`config.mk`:
```
export PLATFORM = sky130hd
export DESIGN_NAME = drive_channel_transfer_sequencer
export DESIGN_NICKNAME = d
export VERILOG_FILES = /design/src/xfer_pkg.sv /design/src/link_sync.sv /design/src/drive_channel_transfer_sequencer.sv
export VERILOG_INCLUDE_DIRS = /design/src /design/src/src
export SDC_FILE = /design/constraint.sdc
export NUM_CORES = 1
export LEC_CHECK = 0
export BUFFER_PORTS_ARGS = -buffer_cell sky130_fd_sc_hd__buf_2
export CAP_MARGIN = 20
export CORE_MARGIN = 2
export CORE_UTILIZATION = 55
export DETAILED_ROUTE_END_ITERATION = 12
export MAX_ROUTING_LAYER = met4
export PLACE_DENSITY_LB_ADDON = 0.08
export SYNTH_ARGS = -nofsm -noshare
export SYNTH_HDL_FRONTEND = slang
export SYNTH_SLANG_ARGS = --single-unit
```
`constraint.sdc`:
```
create_clock -name aclk -period 3.33 [get_ports aclk]
set_input_delay 0 -clock aclk [delete_from_list [all_inputs] [get_ports aclk]]
set_output_delay 0 -clock aclk [all_outputs]
set_load 0.01 [all_outputs]
```
`src/xfer_defs.svh`:
```
// Constants of the drive/channel transfer sequencer: register map,
// field positions, reset values, function codes and timing counts.
// Assumes inclusion by bare name from the sequencer sources.
`ifndef XFER_DEFS_SVH
`define XFER_DEFS_SVH

// Register byte offsets
`define REG_COMMAND     4'h0
`define REG_STATUS      4'h4

// Command word fields and reset value
`define CMD_FUNC_LSB    0
`define CMD_SEL_LSB     6
`define CMD_INITIAL_CW_ADDR_LSB    14
`define CMD_RESET       32'h0000_0000

// Status word bit positions
`define SB_BUSY         0
`define SB_DONE         1
`define SB_ACTIVE       2
`define SB_SEIZED       3
`define SB_ERR_LSB      4

// Function codes with the go bit set, and the drive control register
`define FUNC_WRITE_GO   6'h31
`define FUNC_READ_GO    6'h39
`define DRV_CTRL_REG    5'h00

// Timing
`define CLK_PERIOD_NS   100
`define CONTROL_BUS_TIMEOUT_TIME_NS    1500
`define CONTROL_BUS_TIMEOUT_CYCLES     (`CONTROL_BUS_TIMEOUT_TIME_NS / `CLK_PERIOD_NS)
`define DATA_BUS_TIMEOUT_TIME_MS    10
`define DATA_BUS_TIMEOUT_CYCLES     (`DATA_BUS_TIMEOUT_TIME_MS * 1000000 / `CLK_PERIOD_NS)

`endif

```
`src/xfer_pkg.sv`:
```
// Types shared by the drive/channel transfer sequencer.
// Assumes nothing of its surroundings.
package xfer_pkg;
	// Sequencer states
	typedef enum logic [2:0] {
		S_IDLE, S_SEIZE, S_WAIT_CP, S_DEMAND, S_RUN, S_XFER
	} seq_state_e;
endpackage : xfer_pkg

```
`src/link_sync.sv`:
```
// Two-flop synchroniser with edge detection for drive bus inputs.
// Assumes inputs come from outside the aclk domain.
`timescale 1ns/100ps
`default_nettype none
module link_sync #(
	parameter int W = 1
) (
	input  wire logic         aclk,    // System clock
	input  wire logic         aresetn, // Sync reset, active low
	input  wire logic [W-1:0] async_in, // Unsynchronised pins
	output logic      [W-1:0] level,   // Synchronised level
	output logic      [W-1:0] rise,    // One-cycle rising edge
	output logic      [W-1:0] fall     // One-cycle falling edge
);
	logic [W-1:0] meta_r;
	logic [W-1:0] sync_r;
	logic [W-1:0] last_r;

	if (W < 1) begin : g_bad_width
		$error("link_sync: width must be at least one");
	end

	// Per-bit chain; edge logic reads only the second and third flops
	for (genvar i = 0; i < W; i++) begin : g_bit
		always_ff @(posedge aclk) begin
			if (!aresetn) begin
				meta_r[i] <= 1'b0;
				sync_r[i] <= 1'b0;
				last_r[i] <= 1'b0;
			end else begin
				meta_r[i] <= async_in[i];
				sync_r[i] <= meta_r[i];
				last_r[i] <= sync_r[i];
			end
		end
	end

	// Edges
	assign level = sync_r;
	assign rise  = sync_r & ~last_r;
	assign fall  = ~sync_r & last_r;
endmodule : link_sync
`default_nettype wire

```
`src/drive_channel_transfer_sequencer.sv`:
```
// Drive/channel transfer sequencer: command load, channel seize,
// drive control cycle, run/occupied, read and write data paths.
// Assumes an AXI4-Lite master on aclk and a channel on aclk; drive
// bus pins are asynchronous and pass through link_sync.
//
// Overview of operation
// (RL1) Command write ignored while busy; else loads address, function, go, drive select.
// (RL2) Write function code with go bit is octal 61, sent in control cycle.
// (RL3) Read function code with go bit is octal 71, sent in control cycle.
// (RL4) Control cycle always targets drive register zero.
// (RL5) Supply fail, illegal function or access error at command: flag and terminate.
// (RL6) Command load sets buffered active, then active, which drives channel start.
// (RL7) Without prevent-start, set busy, assert channel start, wait for busy-in.
// (RL8) On busy-in assert seized, drive initial address, send a device pulse.
// (RL9) Channel takes count and address from control word halves.
// (RL10) Channel writes termination word on an all-zero control word.
// (RL11) Channel pulse starts demand with function and select; drive acknowledges.
// (RL12) After acknowledge assert run; drive answers with occupied.
// (RL13) Read half-words captured on the trailing edge of sync clock.
// (RL14) Check parity; first half left, second right; then assembly full.
// (RL15) Full assembly moves to channel buffer with a device pulse.
// (RL16) Channel acknowledges each read word with a channel pulse.
// (RL17) Busy-in drop clears active and start; end-of-block clears busy, sets done.
// (RL18) In a write the first channel pulse loads the channel buffer.
// (RL19) No acknowledge within timeout: control timeout, response error, done.
// (RL20) No occupied within timeout: data timeout, response error, done.
// (RL21) Write echoes sync clock as write clock, sending two halves.
// (RL22) Write sync clock with assembly empty: overrun if active, else zeros.
`timescale 1ns/100ps
`default_nettype none
`include "xfer_defs.svh"
module drive_channel_transfer_sequencer #(
	parameter int ADDR_W      = 4,            // AXI address width
	parameter int DATA_BUS_TIMEOUT_CYCLES = `DATA_BUS_TIMEOUT_CYCLES  // Data bus timeout cycles
) (
	input  wire logic              aclk,             // System clock
	input  wire logic              aresetn,          // Sync reset, low
	input  wire logic [ADDR_W-1:0] awaddr,           // Write address
	input  wire logic              awvalid,          // Write address valid
	output logic                   awready,          // Write address ready
	input  wire logic [31:0]       wdata,            // Write data
	input  wire logic [3:0]        wstrb,            // Byte strobes
	input  wire logic              wvalid,           // Write data valid
	output logic                   wready,           // Write data ready
	output logic [1:0]             bresp,            // Write response
	output logic                   bvalid,           // Response valid
	input  wire logic              bready,           // Response ready
	input  wire logic [ADDR_W-1:0] araddr,           // Read address
	input  wire logic              arvalid,          // Read address valid
	output logic                   arready,          // Read address ready
	output logic [31:0]            rdata,            // Read data
	output logic [1:0]             rresp,            // Read response
	output logic                   rvalid,           // Read data valid
	input  wire logic              rready,           // Read data ready
	input  wire logic              channel_busy_in,  // Channel seized
	input  wire logic              channel_pulse,    // Channel pulse
	input  wire logic [35:0]       channel_data_in,  // Word from channel
	output logic                   channel_start_out, // Start to channel
	output logic                   channel_seized,   // Channel held
	output logic                   device_pulse,     // Pulse to channel
	output logic [35:0]            channel_data_out, // Word to channel
	input  wire logic              drv_sclk,         // Drive sync clock
	input  wire logic              drv_transfer_ack, // Control ack
	input  wire logic              drv_occupied_ack, // Occupied
	input  wire logic              drv_end_of_block, // End of block
	input  wire logic              drv_supply_fail,  // Supply failure
	input  wire logic              drv_access_err,   // Register access err
	input  wire logic [17:0]       drv_data_in,      // Data bus in
	input  wire logic              drv_par_in,       // Parity in
	output logic [17:0]            drv_data_out,     // Data bus out
	output logic                   drv_par_out,      // Parity out
	output logic                   drv_data_oe_n,    // Data enable, low
	output logic                   control_demand,   // Demand strobe
	output logic [5:0]             drv_func,         // Function code
	output logic [2:0]             drv_select,       // Drive select
	output logic [4:0]             drv_reg_addr,     // Drive register
	output logic                   drv_run,          // Run
	output logic                   drv_wclk,         // Write clock echo
	output xfer_pkg::seq_state_e   seq_state         // Sequencer state
);
	import xfer_pkg::*;

	localparam int TMO_W = $clog2(DATA_BUS_TIMEOUT_CYCLES + 1);
	localparam logic [TMO_W-1:0] CONTROL_BUS_TIMEOUT_LAST = TMO_W'(`CONTROL_BUS_TIMEOUT_CYCLES - 1);
	localparam logic [TMO_W-1:0] DATA_BUS_TIMEOUT_LAST = TMO_W'(DATA_BUS_TIMEOUT_CYCLES - 1);
	localparam int I_PAR = 18, I_RAE = 19, I_PS = 20, I_EBL = 21;
	localparam int I_OCC = 22, I_TRA = 23, I_SCLK = 24;

	if (ADDR_W < 4 || DATA_BUS_TIMEOUT_CYCLES < `CONTROL_BUS_TIMEOUT_CYCLES || `CONTROL_BUS_TIMEOUT_CYCLES < 1)
	begin : g_bad_param
		$error("sequencer: unsupported address width or timeout");
	end

	// Register address match on word index
	function automatic logic hit(input logic [ADDR_W-1:0] a,
			input logic [3:0] off);
		return a[ADDR_W-1:2] == (ADDR_W-2)'(off[3:2]);
	endfunction : hit

	// Byte-lane merge of a write into an old value
	function automatic logic [31:0] merge(input logic [31:0] old,
			input logic [31:0] nw, input logic [3:0] strb);
		logic [31:0] r;
		r = old;
		for (int b = 0; b < 4; b++) begin
			if (strb[b]) begin
				r[8*b +: 8] = nw[8*b +: 8];
			end
		end
		return r;
	endfunction : merge

	seq_state_e        state_r, state_nxt;
	logic [31:0]       command_r;
	logic              busy_r, done_r, active_buf_r, channel_active_r;
	logic              seized_r, busy_in_q_r, bvalid_r, rvalid_r;
	logic [1:0]        bresp_r, rresp_r;
	logic [31:0]       rdata_r;
	logic [7:0]        err_r;
	logic [TMO_W-1:0]  tmo_r;
	logic [17:0]       hwb_r;
	logic              hwb_par_r, hw_new_r, half_r, wclk_r;
	logic [35:0]       asm_r, cb_r;
	logic              asm_full_r, cb_full_r, dp_r;
	logic [35:0]       cdo_r;
	logic [24:0]       lvl, rise, fall;

	// Drive bus pins cross into aclk here
	link_sync #(.W(25)) u_sync (
		.aclk     (aclk),
		.aresetn  (aresetn),
		.async_in ({drv_sclk, drv_transfer_ack, drv_occupied_ack,
			drv_end_of_block, drv_supply_fail, drv_access_err,
			drv_par_in, drv_data_in}),
		.level    (lvl),
		.rise     (rise),
		.fall     (fall)
	);

	// Bus decode; address and data are taken together
	wire        aw_take  = awvalid && wvalid && !bvalid_r;
	wire        ar_take  = arvalid && !rvalid_r;
	wire        wr_cmd   = aw_take && hit(awaddr, `REG_COMMAND);
	wire        wr_stat  = aw_take && hit(awaddr, `REG_STATUS);
	wire        aw_map   = hit(awaddr, `REG_COMMAND) || hit(awaddr, `REG_STATUS);
	wire        ar_cmd   = hit(araddr, `REG_COMMAND);
	wire        ar_stat  = hit(araddr, `REG_STATUS);
	wire [31:0] clr_mask = merge(32'h0, wdata, wstrb);
	wire [31:0] status_w = {20'h0, err_r, seized_r, channel_active_r,
		done_r, busy_r};

	// Command decode and prevent-start checks
	wire [31:0] cmd_new  = merge(command_r, wdata, wstrb);
	wire [5:0]  func_new = cmd_new[`CMD_FUNC_LSB +: 6];
	wire        ilf_new  = func_new != `FUNC_WRITE_GO && func_new != `FUNC_READ_GO;
	wire        cmd_load = wr_cmd && !busy_r;                    // see (RL1)
	wire        ps_bad   = cmd_load && (lvl[I_PS] || ilf_new || lvl[I_RAE]); // see (RL5)
	wire        cmd_go   = cmd_load && !ps_bad;
	wire        is_write = command_r[`CMD_FUNC_LSB +: 6] == `FUNC_WRITE_GO;
	wire [17:0] initial_cw_addr     = command_r[`CMD_INITIAL_CW_ADDR_LSB +: 18];

	// Sequencer events
	wire in_xfer   = state_r == S_XFER;
	wire seize_evt = state_r == S_SEIZE && channel_busy_in && channel_active_r; // see (RL8)
	wire tra_rise  = rise[I_TRA];
	wire control_bus_timeout_hit  = state_r == S_DEMAND && !tra_rise && tmo_r == CONTROL_BUS_TIMEOUT_LAST; // see (RL19)
	wire data_bus_timeout_hit  = state_r == S_RUN && !lvl[I_OCC] && tmo_r == DATA_BUS_TIMEOUT_LAST; // see (RL20)
	wire chan_drop = seized_r && busy_in_q_r && !channel_busy_in;    // see (RL17)
	wire ebl_end   = in_xfer && rise[I_EBL] && !channel_active_r;    // see (RL17)

	// Read path events
	wire rd_take   = in_xfer && !is_write && fall[I_SCLK];           // see (RL13)
	wire par_bad   = hw_new_r && !(^{hwb_par_r, hwb_r});             // see (RL14)
	wire rd_ovr    = hw_new_r && !half_r && asm_full_r && cb_full_r;
	wire asm_to_cb = !is_write && asm_full_r && !cb_full_r;          // see (RL15)
	wire cb_ack    = !is_write && channel_pulse && cb_full_r;

	// Write path events
	wire cb_take   = is_write && seized_r && channel_pulse;          // see (RL18)
	wire cb_to_asm = is_write && cb_full_r && !asm_full_r;
	wire wr_sclk   = in_xfer && is_write && rise[I_SCLK];            // see (RL21)
	wire wr_send   = wr_sclk && asm_full_r;
	wire wr_ovr    = wr_sclk && !asm_full_r && channel_active_r;     // see (RL22)
	wire finish    = control_bus_timeout_hit || data_bus_timeout_hit || ebl_end || wr_ovr || rd_ovr;
	wire [7:0] err_set = {par_bad, wr_ovr || rd_ovr, control_bus_timeout_hit || data_bus_timeout_hit,
		data_bus_timeout_hit, control_bus_timeout_hit, ps_bad && lvl[I_RAE], ps_bad && ilf_new,
		ps_bad && lvl[I_PS]};

	// Next state
	always_comb begin
		state_nxt = state_r;
		case (state_r)
			S_IDLE:    if (cmd_go) state_nxt = S_SEIZE;              // see (RL7)
			S_SEIZE:   if (seize_evt) state_nxt = S_WAIT_CP;
			S_WAIT_CP: if (channel_pulse) state_nxt = S_DEMAND;      // see (RL11)
			S_DEMAND:  if (tra_rise) state_nxt = S_RUN;              // see (RL12)
			S_RUN:     if (lvl[I_OCC]) state_nxt = S_XFER;
			S_XFER:    state_nxt = S_XFER;
			default:   state_nxt = S_IDLE;
		endcase
		if (finish) begin
			state_nxt = S_IDLE;
		end
	end

	// AXI4-Lite slave; unmapped words answer SLVERR
	always_ff @(posedge aclk) begin
		if (!aresetn) begin
			bvalid_r <= 1'b0;
			bresp_r  <= 2'h0;
			rvalid_r <= 1'b0;
			rresp_r  <= 2'h0;
			rdata_r  <= 32'h0;
		end else begin
			bvalid_r <= aw_take || (bvalid_r && !bready);
			if (aw_take) begin
				bresp_r <= aw_map ? 2'h0 : 2'h2;
			end
			rvalid_r <= ar_take || (rvalid_r && !rready);
			if (ar_take) begin
				rresp_r <= (ar_cmd || ar_stat) ? 2'h0 : 2'h2;
				rdata_r <= ar_cmd ? command_r : (ar_stat ? status_w : 32'h0);
			end
		end
	end

	// Control state; hardware sets win over software clears
	always_ff @(posedge aclk) begin
		if (!aresetn) begin
			state_r          <= S_IDLE;
			command_r        <= `CMD_RESET;
			busy_r           <= 1'b0;
			done_r           <= 1'b0;
			err_r            <= 8'h0;
			active_buf_r     <= 1'b0;
			channel_active_r <= 1'b0;
			seized_r         <= 1'b0;
			busy_in_q_r      <= 1'b0;
			tmo_r            <= '0;
		end else begin
			state_r   <= state_nxt;
			if (cmd_load) begin
				command_r <= cmd_new;                            // see (RL1)
			end
			busy_r       <= (busy_r && !finish) || cmd_go;        // see (RL7)
			done_r       <= (done_r && !(wr_stat && clr_mask[`SB_DONE])) ||
				finish || ps_bad;                                  // see (RL5)
			err_r        <= (err_r & ~(wr_stat ? clr_mask[`SB_ERR_LSB +: 8] :
				8'h0)) | err_set;                                  // see (RL19)
			active_buf_r <= cmd_go;                               // see (RL6)
			channel_active_r <= (channel_active_r && !chan_drop && !finish) ||
				active_buf_r;                                      // see (RL6)
			seized_r     <= (seized_r && !chan_drop && !finish) || seize_evt;
			busy_in_q_r  <= channel_busy_in;
			tmo_r        <= (state_nxt != state_r) ? '0 : tmo_r + TMO_W'(1);
		end
	end

	// Data paths for both directions
	always_ff @(posedge aclk) begin
		if (!aresetn) begin
			hwb_r      <= 18'h0;
			hwb_par_r  <= 1'b0;
			hw_new_r   <= 1'b0;
			half_r     <= 1'b0;
			asm_r      <= 36'h0;
			asm_full_r <= 1'b0;
			cb_r       <= 36'h0;
			cb_full_r  <= 1'b0;
			dp_r       <= 1'b0;
			cdo_r      <= 36'h0;
			wclk_r     <= 1'b0;
		end else begin
			hw_new_r <= rd_take;
			wclk_r   <= in_xfer && is_write && lvl[I_SCLK];       // see (RL21)
			dp_r     <= seize_evt || asm_to_cb || cb_to_asm;      // see (RL8)
			if (rd_take) begin
				hwb_r     <= lvl[17:0];                           // see (RL13)
				hwb_par_r <= lvl[I_PAR];
			end else if (wr_sclk) begin
				hwb_r <= !wr_send ? 18'h0 :                       // see (RL22)
					(half_r ? asm_r[17:0] : asm_r[35:18]);         // see (RL21)
			end
			if (hw_new_r && !half_r) begin
				asm_r[35:18] <= hwb_r;                            // see (RL14)
			end else if (hw_new_r) begin
				asm_r[17:0] <= hwb_r;                             // see (RL14)
			end else if (cb_to_asm) begin
				asm_r <= cb_r;
			end
			half_r <= cmd_go || cb_to_asm ? 1'b0 :
				((hw_new_r || wr_send) ? !half_r : half_r);
			asm_full_r <= (asm_full_r && !asm_to_cb && !(wr_send && half_r) &&
				!cmd_go) || cb_to_asm || (hw_new_r && half_r);     // see (RL14)
			if (cb_take) begin
				cb_r <= channel_data_in;                          // see (RL18)
			end else if (asm_to_cb) begin
				cb_r <= asm_r;                                    // see (RL15)
			end
			cb_full_r <= (cb_full_r && !cb_to_asm && !cb_ack && !cmd_go) ||
				cb_take || asm_to_cb;                              // see (RL16)
			if (seize_evt) begin
				cdo_r <= {18'h0, initial_cw_addr};                           // see (RL8)
			end else if (asm_to_cb) begin
				cdo_r <= asm_r;                                   // see (RL15)
			end
		end
	end

	// Outputs
	assign awready           = aw_take;
	assign wready            = aw_take;
	assign bvalid            = bvalid_r;
	assign bresp             = bresp_r;
	assign arready           = ar_take;
	assign rvalid            = rvalid_r;
	assign rresp             = rresp_r;
	assign rdata             = rdata_r;
	assign channel_start_out = channel_active_r;                  // see (RL6)
	assign channel_seized    = seized_r;
	assign device_pulse      = dp_r;
	assign channel_data_out  = cdo_r;
	assign control_demand    = state_r == S_DEMAND;               // see (RL11)
	assign drv_func          = command_r[`CMD_FUNC_LSB +: 6];     // see (RL2) (RL3)
	assign drv_select        = command_r[`CMD_SEL_LSB +: 3];
	assign drv_reg_addr      = `DRV_CTRL_REG;                     // see (RL4)
	assign drv_run           = state_r == S_RUN || in_xfer;       // see (RL12)
	assign drv_wclk          = wclk_r;
	assign drv_data_out      = hwb_r;
	assign drv_par_out       = ~^hwb_r;
	assign drv_data_oe_n     = !(in_xfer && is_write);
	assign seq_state         = state_r;
endmodule : drive_channel_transfer_sequencer
`default_nettype wire

```
Word-level counts from Yosys, hierarchy flattened
Cells that the tools add are included.
{"block": "classes", "addsub": 1, "n_eq_ne": 14, "n_mux": 27, "n_bitwise": 9, "reduce_logical": 127}
{"cell": "2-to-1 mux 18 bit", "n": 9}
{"cell": "2-to-1 mux 36 bit", "n": 3}
{"cell": "logical AND 1 bit", "n": 59}
{"cell": "AND 25 bit", "n": 2}
{"cell": "inverter 25 bit", "n": 2}
{"cell": "2-to-1 mux 32 bit", "n": 1}
{"cell": "logical OR 1 bit", "n": 25}
{"cell": "zero test 1 bit", "n": 24}
{"cell": "parity 19 bit", "n": 1}
{"cell": "2-to-1 mux 3 bit", "n": 6}
{"cell": "one-hot mux 3 bit (6 select lines)", "n": 1}
{"cell": "XNOR reduction 18 bit", "n": 1}
{"cell": "adder 17 x 1 -> 17 bit, second input constant", "n": 1}
{"cell": "equality test 17 bit, second input constant", "n": 1}
{"cell": "equality test 17 x 4 -> 1 bit, second input constant", "n": 1}
{"cell": "2-to-1 mux 8 bit", "n": 2}
{"cell": "2-to-1 mux 12 bit", "n": 1}
{"cell": "!= test 6 bit, second input constant", "n": 2}
{"cell": "AND reduction 2 bit", "n": 6}
{"cell": "nonzero test 2 bit", "n": 5}
{"cell": "AND 8 bit", "n": 1}
{"cell": "inverter 8 bit", "n": 1}
{"cell": "bitwise OR 8 bit", "n": 1}
{"cell": "equality test 3 x 2 -> 1 bit, second input constant", "n": 2}
{"cell": "13 further kinds", "n": 20}
{"block": "totals", "reg_bits": 312, "in_bits": 114, "out_inout_bits": 120, "word_cells": 285}

Longest topological paths before layout
{"block": "logic_depth", "word_depth": 13, "depth_mapped": 9, "depth_no_buf": 7}

Modules after synthesis
A second synthesis with hierarchy kept.
{"block": "unflattened", "hier_cells": 1358, "hier_area_um2": 12539.5}
{"module": "drive_channel_transfer_sequencer", "instances": 1, "cells_per_inst": 1150, "area_per_inst_um2": 10178.5, "seq_area_each_um2": 4704.5}
{"module": "link_sync", "instances": 1, "cells_per_inst": 208, "area_per_inst_um2": 2361.0, "seq_area_each_um2": 1501.4}

Worst setup path after synthesis
OpenSTA, ideal clock, no wires.
{"block": "synth_timing", "kind": "register -> register", "startpoint": "register bvalid_r, in the netlist bvalid", "endpoint": "register tmo_r[11]", "setup_time_ps": 115, "arrival_time_ps": 1946, "required_ps": 3215, "path_slack_ps": 1270, "path_stages_with_launch": 8, "path_buffers": 1, "period_less_slack_ps": 2060, "cell_sequence": "dfxtp_1 nand3b_4 or4_1 a2111o_1 a21o_1 o2111ai_4 buf_6 nor2_1"}
{"block": "synth_via", "elab_chain_len": 12}
{"item": "from (decl)", "line": "drive_channel_transfer_sequencer.sv:116", "text": "logic seized_r, busy_in_q_r, bvalid_r, rvalid_r;"}
{"item": "from (signal assigned)", "line": "drive_channel_transfer_sequencer.sv:215", "text": "bvalid_r <= aw_take || (bvalid_r && !bready);"}
{"item": "zero test 1 bit *", "line": "drive_channel_transfer_sequencer.sv:141", "text": "wire aw_take = awvalid && wvalid && !bvalid_r;"}
{"item": "logical AND 1 bit *", "line": "drive_channel_transfer_sequencer.sv:141"}
{"item": "logical AND 1 bit *", "line": "drive_channel_transfer_sequencer.sv:143", "text": "wire wr_cmd = aw_take && hit(awaddr, `REG_COMMAND);"}
{"item": "logical AND 1 bit *", "line": "drive_channel_transfer_sequencer.sv:156", "text": "wire cmd_load = wr_cmd && !busy_r;"}
{"item": "logical AND 1 bit", "line": "drive_channel_transfer_sequencer.sv:157", "text": "wire ps_bad = cmd_load && (lvl[I_PS] || ilf_new || lvl[I_RAE]);"}
{"item": "zero test 1 bit", "line": "drive_channel_transfer_sequencer.sv:158", "text": "wire cmd_go = cmd_load && !ps_bad;"}
{"item": "logical AND 1 bit *", "line": "drive_channel_transfer_sequencer.sv:158"}
{"item": "2-to-1 mux 3 bit *", "line": "drive_channel_transfer_sequencer.sv:193", "text": "S_IDLE: if (cmd_go) state_nxt = S_SEIZE;"}
{"item": "one-hot mux 3 bit (6 select lines) *", "line": "drive_channel_transfer_sequencer.sv:192", "text": "case (state_r)"}
{"item": "2-to-1 mux 3 bit *", "line": "drive_channel_transfer_sequencer.sv:201", "text": "if (finish) begin"}
{"item": "!= test 3 bit *", "line": "drive_channel_transfer_sequencer.sv:255", "text": "tmo_r <= (state_nxt != state_r) ? '0 : tmo_r + TMO_W'(1);"}
{"item": "OR reduction 2 bit (no source line) *"}
{"item": "to (signal assigned)", "line": "drive_channel_transfer_sequencer.sv:255"}
{"item": "to (decl)", "line": "drive_channel_transfer_sequencer.sv:120", "text": "logic [TMO_W-1:0] tmo_r;"}
Every way passes the cells marked *; elsewhere a longest branch is shown, timed or not.
A chain may end at the register's enable or synchronous reset.

Final worst setup path
{"block": "layout_timing", "startpoint": "register command_r[1]", "endpoint": "register cb_r[8]"}
{"block": "layout_via", "elab_chain_len": 5, "elab_cells_between_ends": 8, "classes_between": "1 x eq/ne; 1 x mux; 6 x reduce/logical"}
{"item": "from (decl)", "line": "drive_channel_transfer_sequencer.sv:114", "text": "logic [31:0] command_r;"}
{"item": "from (signal assigned)", "line": "drive_channel_transfer_sequencer.sv:231", "text": "command_r <= `CMD_RESET;"}
{"item": "from (signal assigned)", "line": "drive_channel_transfer_sequencer.sv:243", "text": "command_r <= cmd_new;"}
{"item": "equality test 6 bit (no source line) *"}
{"item": "zero test 1 bit", "line": "drive_channel_transfer_sequencer.sv:175", "text": "wire asm_to_cb = !is_write && asm_full_r && !cb_full_r;"}
{"item": "logical AND 1 bit (2 in series)", "line": "drive_channel_transfer_sequencer.sv:175"}
{"item": "nonzero test 2 bit (no source line)"}
{"item": "to (signal assigned)", "line": "drive_channel_transfer_sequencer.sv:296", "text": "cb_r <= channel_data_in;"}
{"item": "to (signal assigned)", "line": "drive_channel_transfer_sequencer.sv:298", "text": "cb_r <= asm_r;"}
{"item": "to (decl)", "line": "drive_channel_transfer_sequencer.sv:123", "text": "logic [35:0] asm_r, cb_r;"}
Marked as above.

==> flow_metrics.py <==
metrics = {
    "status": {
        "outcome": "finished, final reports clean",
    },
    "timing": {
        "final_max_slew_viol_count": 0,
        "fmax_mhz": 357.4,
        "hold_violations": 0,
        "fin_crit_ps": 2798,
        "worst_pin_slew_ps": 900.8,
        "rsz0062_at_grt": "no",
        "tns_ps": 0,
        "whs_ps": 62.71,
        "min_period_over_period_pct": 84.03,
        "slew_headroom_pct": 39.80,
        "finalSetupViolCount": 0,
        "fin_skew_ps": 15.12,
    },
    "global_route": {
        "grt_util_all_layers_pct": 30.41,
        "overflow": 0,
        "grt_max_degree": 82,
        "antenna_found_initial": 0,
        "grt_pass1_wl_um": 52910,
        "grt_pass1_vias": 10181,
    },
    "final_layout": {
        "final_common_cell": "dfxtp_1",
        "fillCellCount": 1525,
        "area_growth_pct": 31.82,
        "fin_nets": 1711,
        "mostFrequentLayoutCells": "dfxtp_1 (288), buf_2 (222), nand2_1 (199)",
        "drive_above_1_share_pct": 21.29,
    },
    "route": {
        "drtPass1Iterations": 5,
        "detail_route.wl_per_cell_um": 17.61,
        "routed_via_density": 5.497,
        "wirelength_um": 33250,
        "drcViolationCount": 0,
        "drtIter0Drc": 821,
        "antenna_left": 0,
        "vias": 10379,
    },
    "power_and_ir_drop": {
        "p_leak_nw": 5.860,
        "finalPower_mw": 7.303,
        "netSwitchingPower_mw": 1.544,
        "pwr-share-clk_pct": 47.0,
        "power_frac_comb_pct": 5.0,
        "internal-power_mw": 5.758,
        "power_density_nw_per_um2": 483.5,
        "p_seq_share_pct": 48.1,
        "switching_share_pct": 21.15,
        "irDropWorstVdd_mv": 0.4041,
    },
    "cts": {
        "insertion_delay_ps": 550,
        "htree_levels": 1,
        "cts.path.max_buffers": 3,
        "cts_sinks": 288,
        "cts.clk_slew.worst_paths_ps": 60,
        "post_cts_resized": 0,
        "cts_tree": "built",
        "cts_made_buffers": 30,
        "cts_setup_buffers": 0,
        "cts_root_buffer": "clkbuf_16",
    },
    "synthesis": {
        "synth_warnings": 0,
        "synthesis.area_sq_um": 11460,
        "ys_ff_latch": 288,
        "yosysTopAreaCellShare_pct": 50.32,
        "synth_cells": 1273,
        "ys_seq_area_share_pct": 50.32,
        "synth-main-ff-cell": "dfxtp_1",
        "synth.distinct_cells": 62,
        "yosys-top-cells-area": "dfxtp_1 (50%), nand2_1 (6.5%), nor2_1 (4.2%)",
        "synthArstFlopShare_pct": 0,
        "avgSynthCellArea_sq_um": 9.001,
        "synth_edf_count": 0,
        "yosysTopAreaCell": "dfxtp_1",
    },
    "placement": {
        "hpwl_um": 20530,
        "io_buffer_count": 222,
        "place.gp.congestion": 0.8571,
    },
    "floorplan": {
        "die_x_um": 148.3,
        "coreArea_sq_um": 20360,
        "die-area_sq_um": 22000,
        "io_pins": 234,
        "start_util_pct": 56.27,
        "rows": 52,
        "die_h_um": 148.3,
    },
    "setup_path": {
        "worst_setup_path_end_kind": "register",
        "worstSetupPathType": "reg -> reg",
        "worstReg2RegEnd": "cb_r[8]$_SDFFE_PN0P_",
        "crit_required_ps": 3730,
        "r2r_cells": 6,
        "rrSetupSlack_ps": 530,
        "critPathLaunch": "command_r[1]$_SDFFE_PN0N_",
        "crit_arrival_ps": 3200,
        "rr_startpoint": "command_r[1]$_SDFFE_PN0N_",
        "cp-start-kind": "register",
        "worst-path-max-fanout": 13,
    },
    "run": {
        "maxCapViolCount": 0,
    },
    "worst_hold_path": {
        "whs_path_depth": 4,
        "hp-class": "in -> reg",
        "worstHoldStart": "wstrb[2]",
        "whs_endpoint": "command_r[17]$_SDFFE_PN0P_",
    },
}
[routing by layer]
layer	routed length, um	global-route usage, %
met5	0	-
met1	14460	39.17
met4	1213	10.62
met2	15730	49.49
met3	1843	4.141
[synth_stat cells (3+ instances only)]
master / number
a21oi_1: 83
a31oi_1: 47
mux2_2: 30
buf_2: 18
nand2_1: 199
or3_1: 4
xnor2_1: 20
inv_1: 8
mux2i_1: 38
nand4_1: 7
nor3_1: 10
nor2_1: 128
and3_1: 7
nand2b_1: 22
a22oi_1: 52
clkbuf_1: 64
a311oi_1: 7
xor2_1: 11
nand3b_1: 3
nor2b_1: 3
o22ai_1: 6
a211oi_1: 37
and2_1: 57
o21ai_0: 18
or2_2: 3
nor3b_1: 3
nor4_1: 3
nand3_1: 42
dfxtp_1: 288
buf_4: 18
[critical path, stage by stage, from the launching register on]
cell and delay [ps]:
dfxtp_1 360, nor4b_4 390, and2_1 410, nand3_1 510, o21ai_0 360, dlygate4sd3_1 590
a31oi_1 40
[through the flow]
stage / util, % / cell area (sq um) / setup slack [ps] / cells
final: 74.17 / 15100 / 531.8 / 1888
after global routing: 74.15 / 15100 / 325.7 / 1886
after CTS: 74.15 / 15100 / 554.7 / 1886
after detailed placement: 62.07 / 12640 / 884.5 / 1690
after global placement: 62.07 / 12640 / 921.8 / 1690
after floorplan: - / 11480 / 1270 / 1279
[sequential cells by signal, summed over array words and instances, names as in the netlist, 3 cells and up]
register	count
u_sync.last_r	3
u_sync.level	25
tmo_r	17
cb_r	36
command_r	32
u_sync.meta_r	25
rdata	32
channel_data_out	36
drv_data_out	18
asm_r	36
seq_state	3
err_r	8
[worst max path at each step]
stage	to	slack, ps	cells after the start
floorplan	tmo_r[11]$_SDFF_PP0_	1270	7
global placement	channel_data_out[9]$_SDFFE_PN0P_	920	6
detailed placement	cb_r[34]$_SDFFE_PN0P_	880	6
CTS	cb_r[8]$_SDFFE_PN0P_	550	6
global route	cb_r[7]$_SDFFE_PN0P_	330	6
finish	cb_r[8]$_SDFFE_PN0P_	530	6
[final cells by class]
type	instances	area, sq um	area share [%]
diodes	2	5.005	0.03313
clock buffers	47	945.9	6.262
clock inverters	6	82.58	0.5467
inverters	9	38.79	0.2568
multi-input cells	879	5221	34.57
flip-flops and latches	288	5766	38.17
well taps	270	337.8	2.237
repair buffers	387	2708	17.93
[logic make-up after synthesis]
group / after synthesis / share of synthesized area [%]
AND/OR/NAND/NOR: 505 / 20.65
buffers and inverters: 112 / 4.521
AO/OA/AOI/OAI: 264 / 15.23
other: 1 / 0.03273
XOR/XNOR: 33 / 2.763
flip-flops: 288 / 50.32
adder cells (fa/ha/maj): 2 / 0.2184
multiplexers: 68 / 6.268
[repair_timing]
action,CTS,global route
hold buffers,143,0
setup endpoints to repair,0,0
endpoints found under the hold margin,126,0
[power groups by stage]
stage               logic, mW  registers [mW]  clock network, mW
floorplan               0.137            3.58                  0
global placement        0.244            3.58                  0
detailed placement      0.245            3.58                  0
CTS                     0.351            3.51               3.46
global route            0.391            3.51               3.60
finish                  0.363            3.51               3.43
No activity file was read; power rests on OpenSTA's default activity.
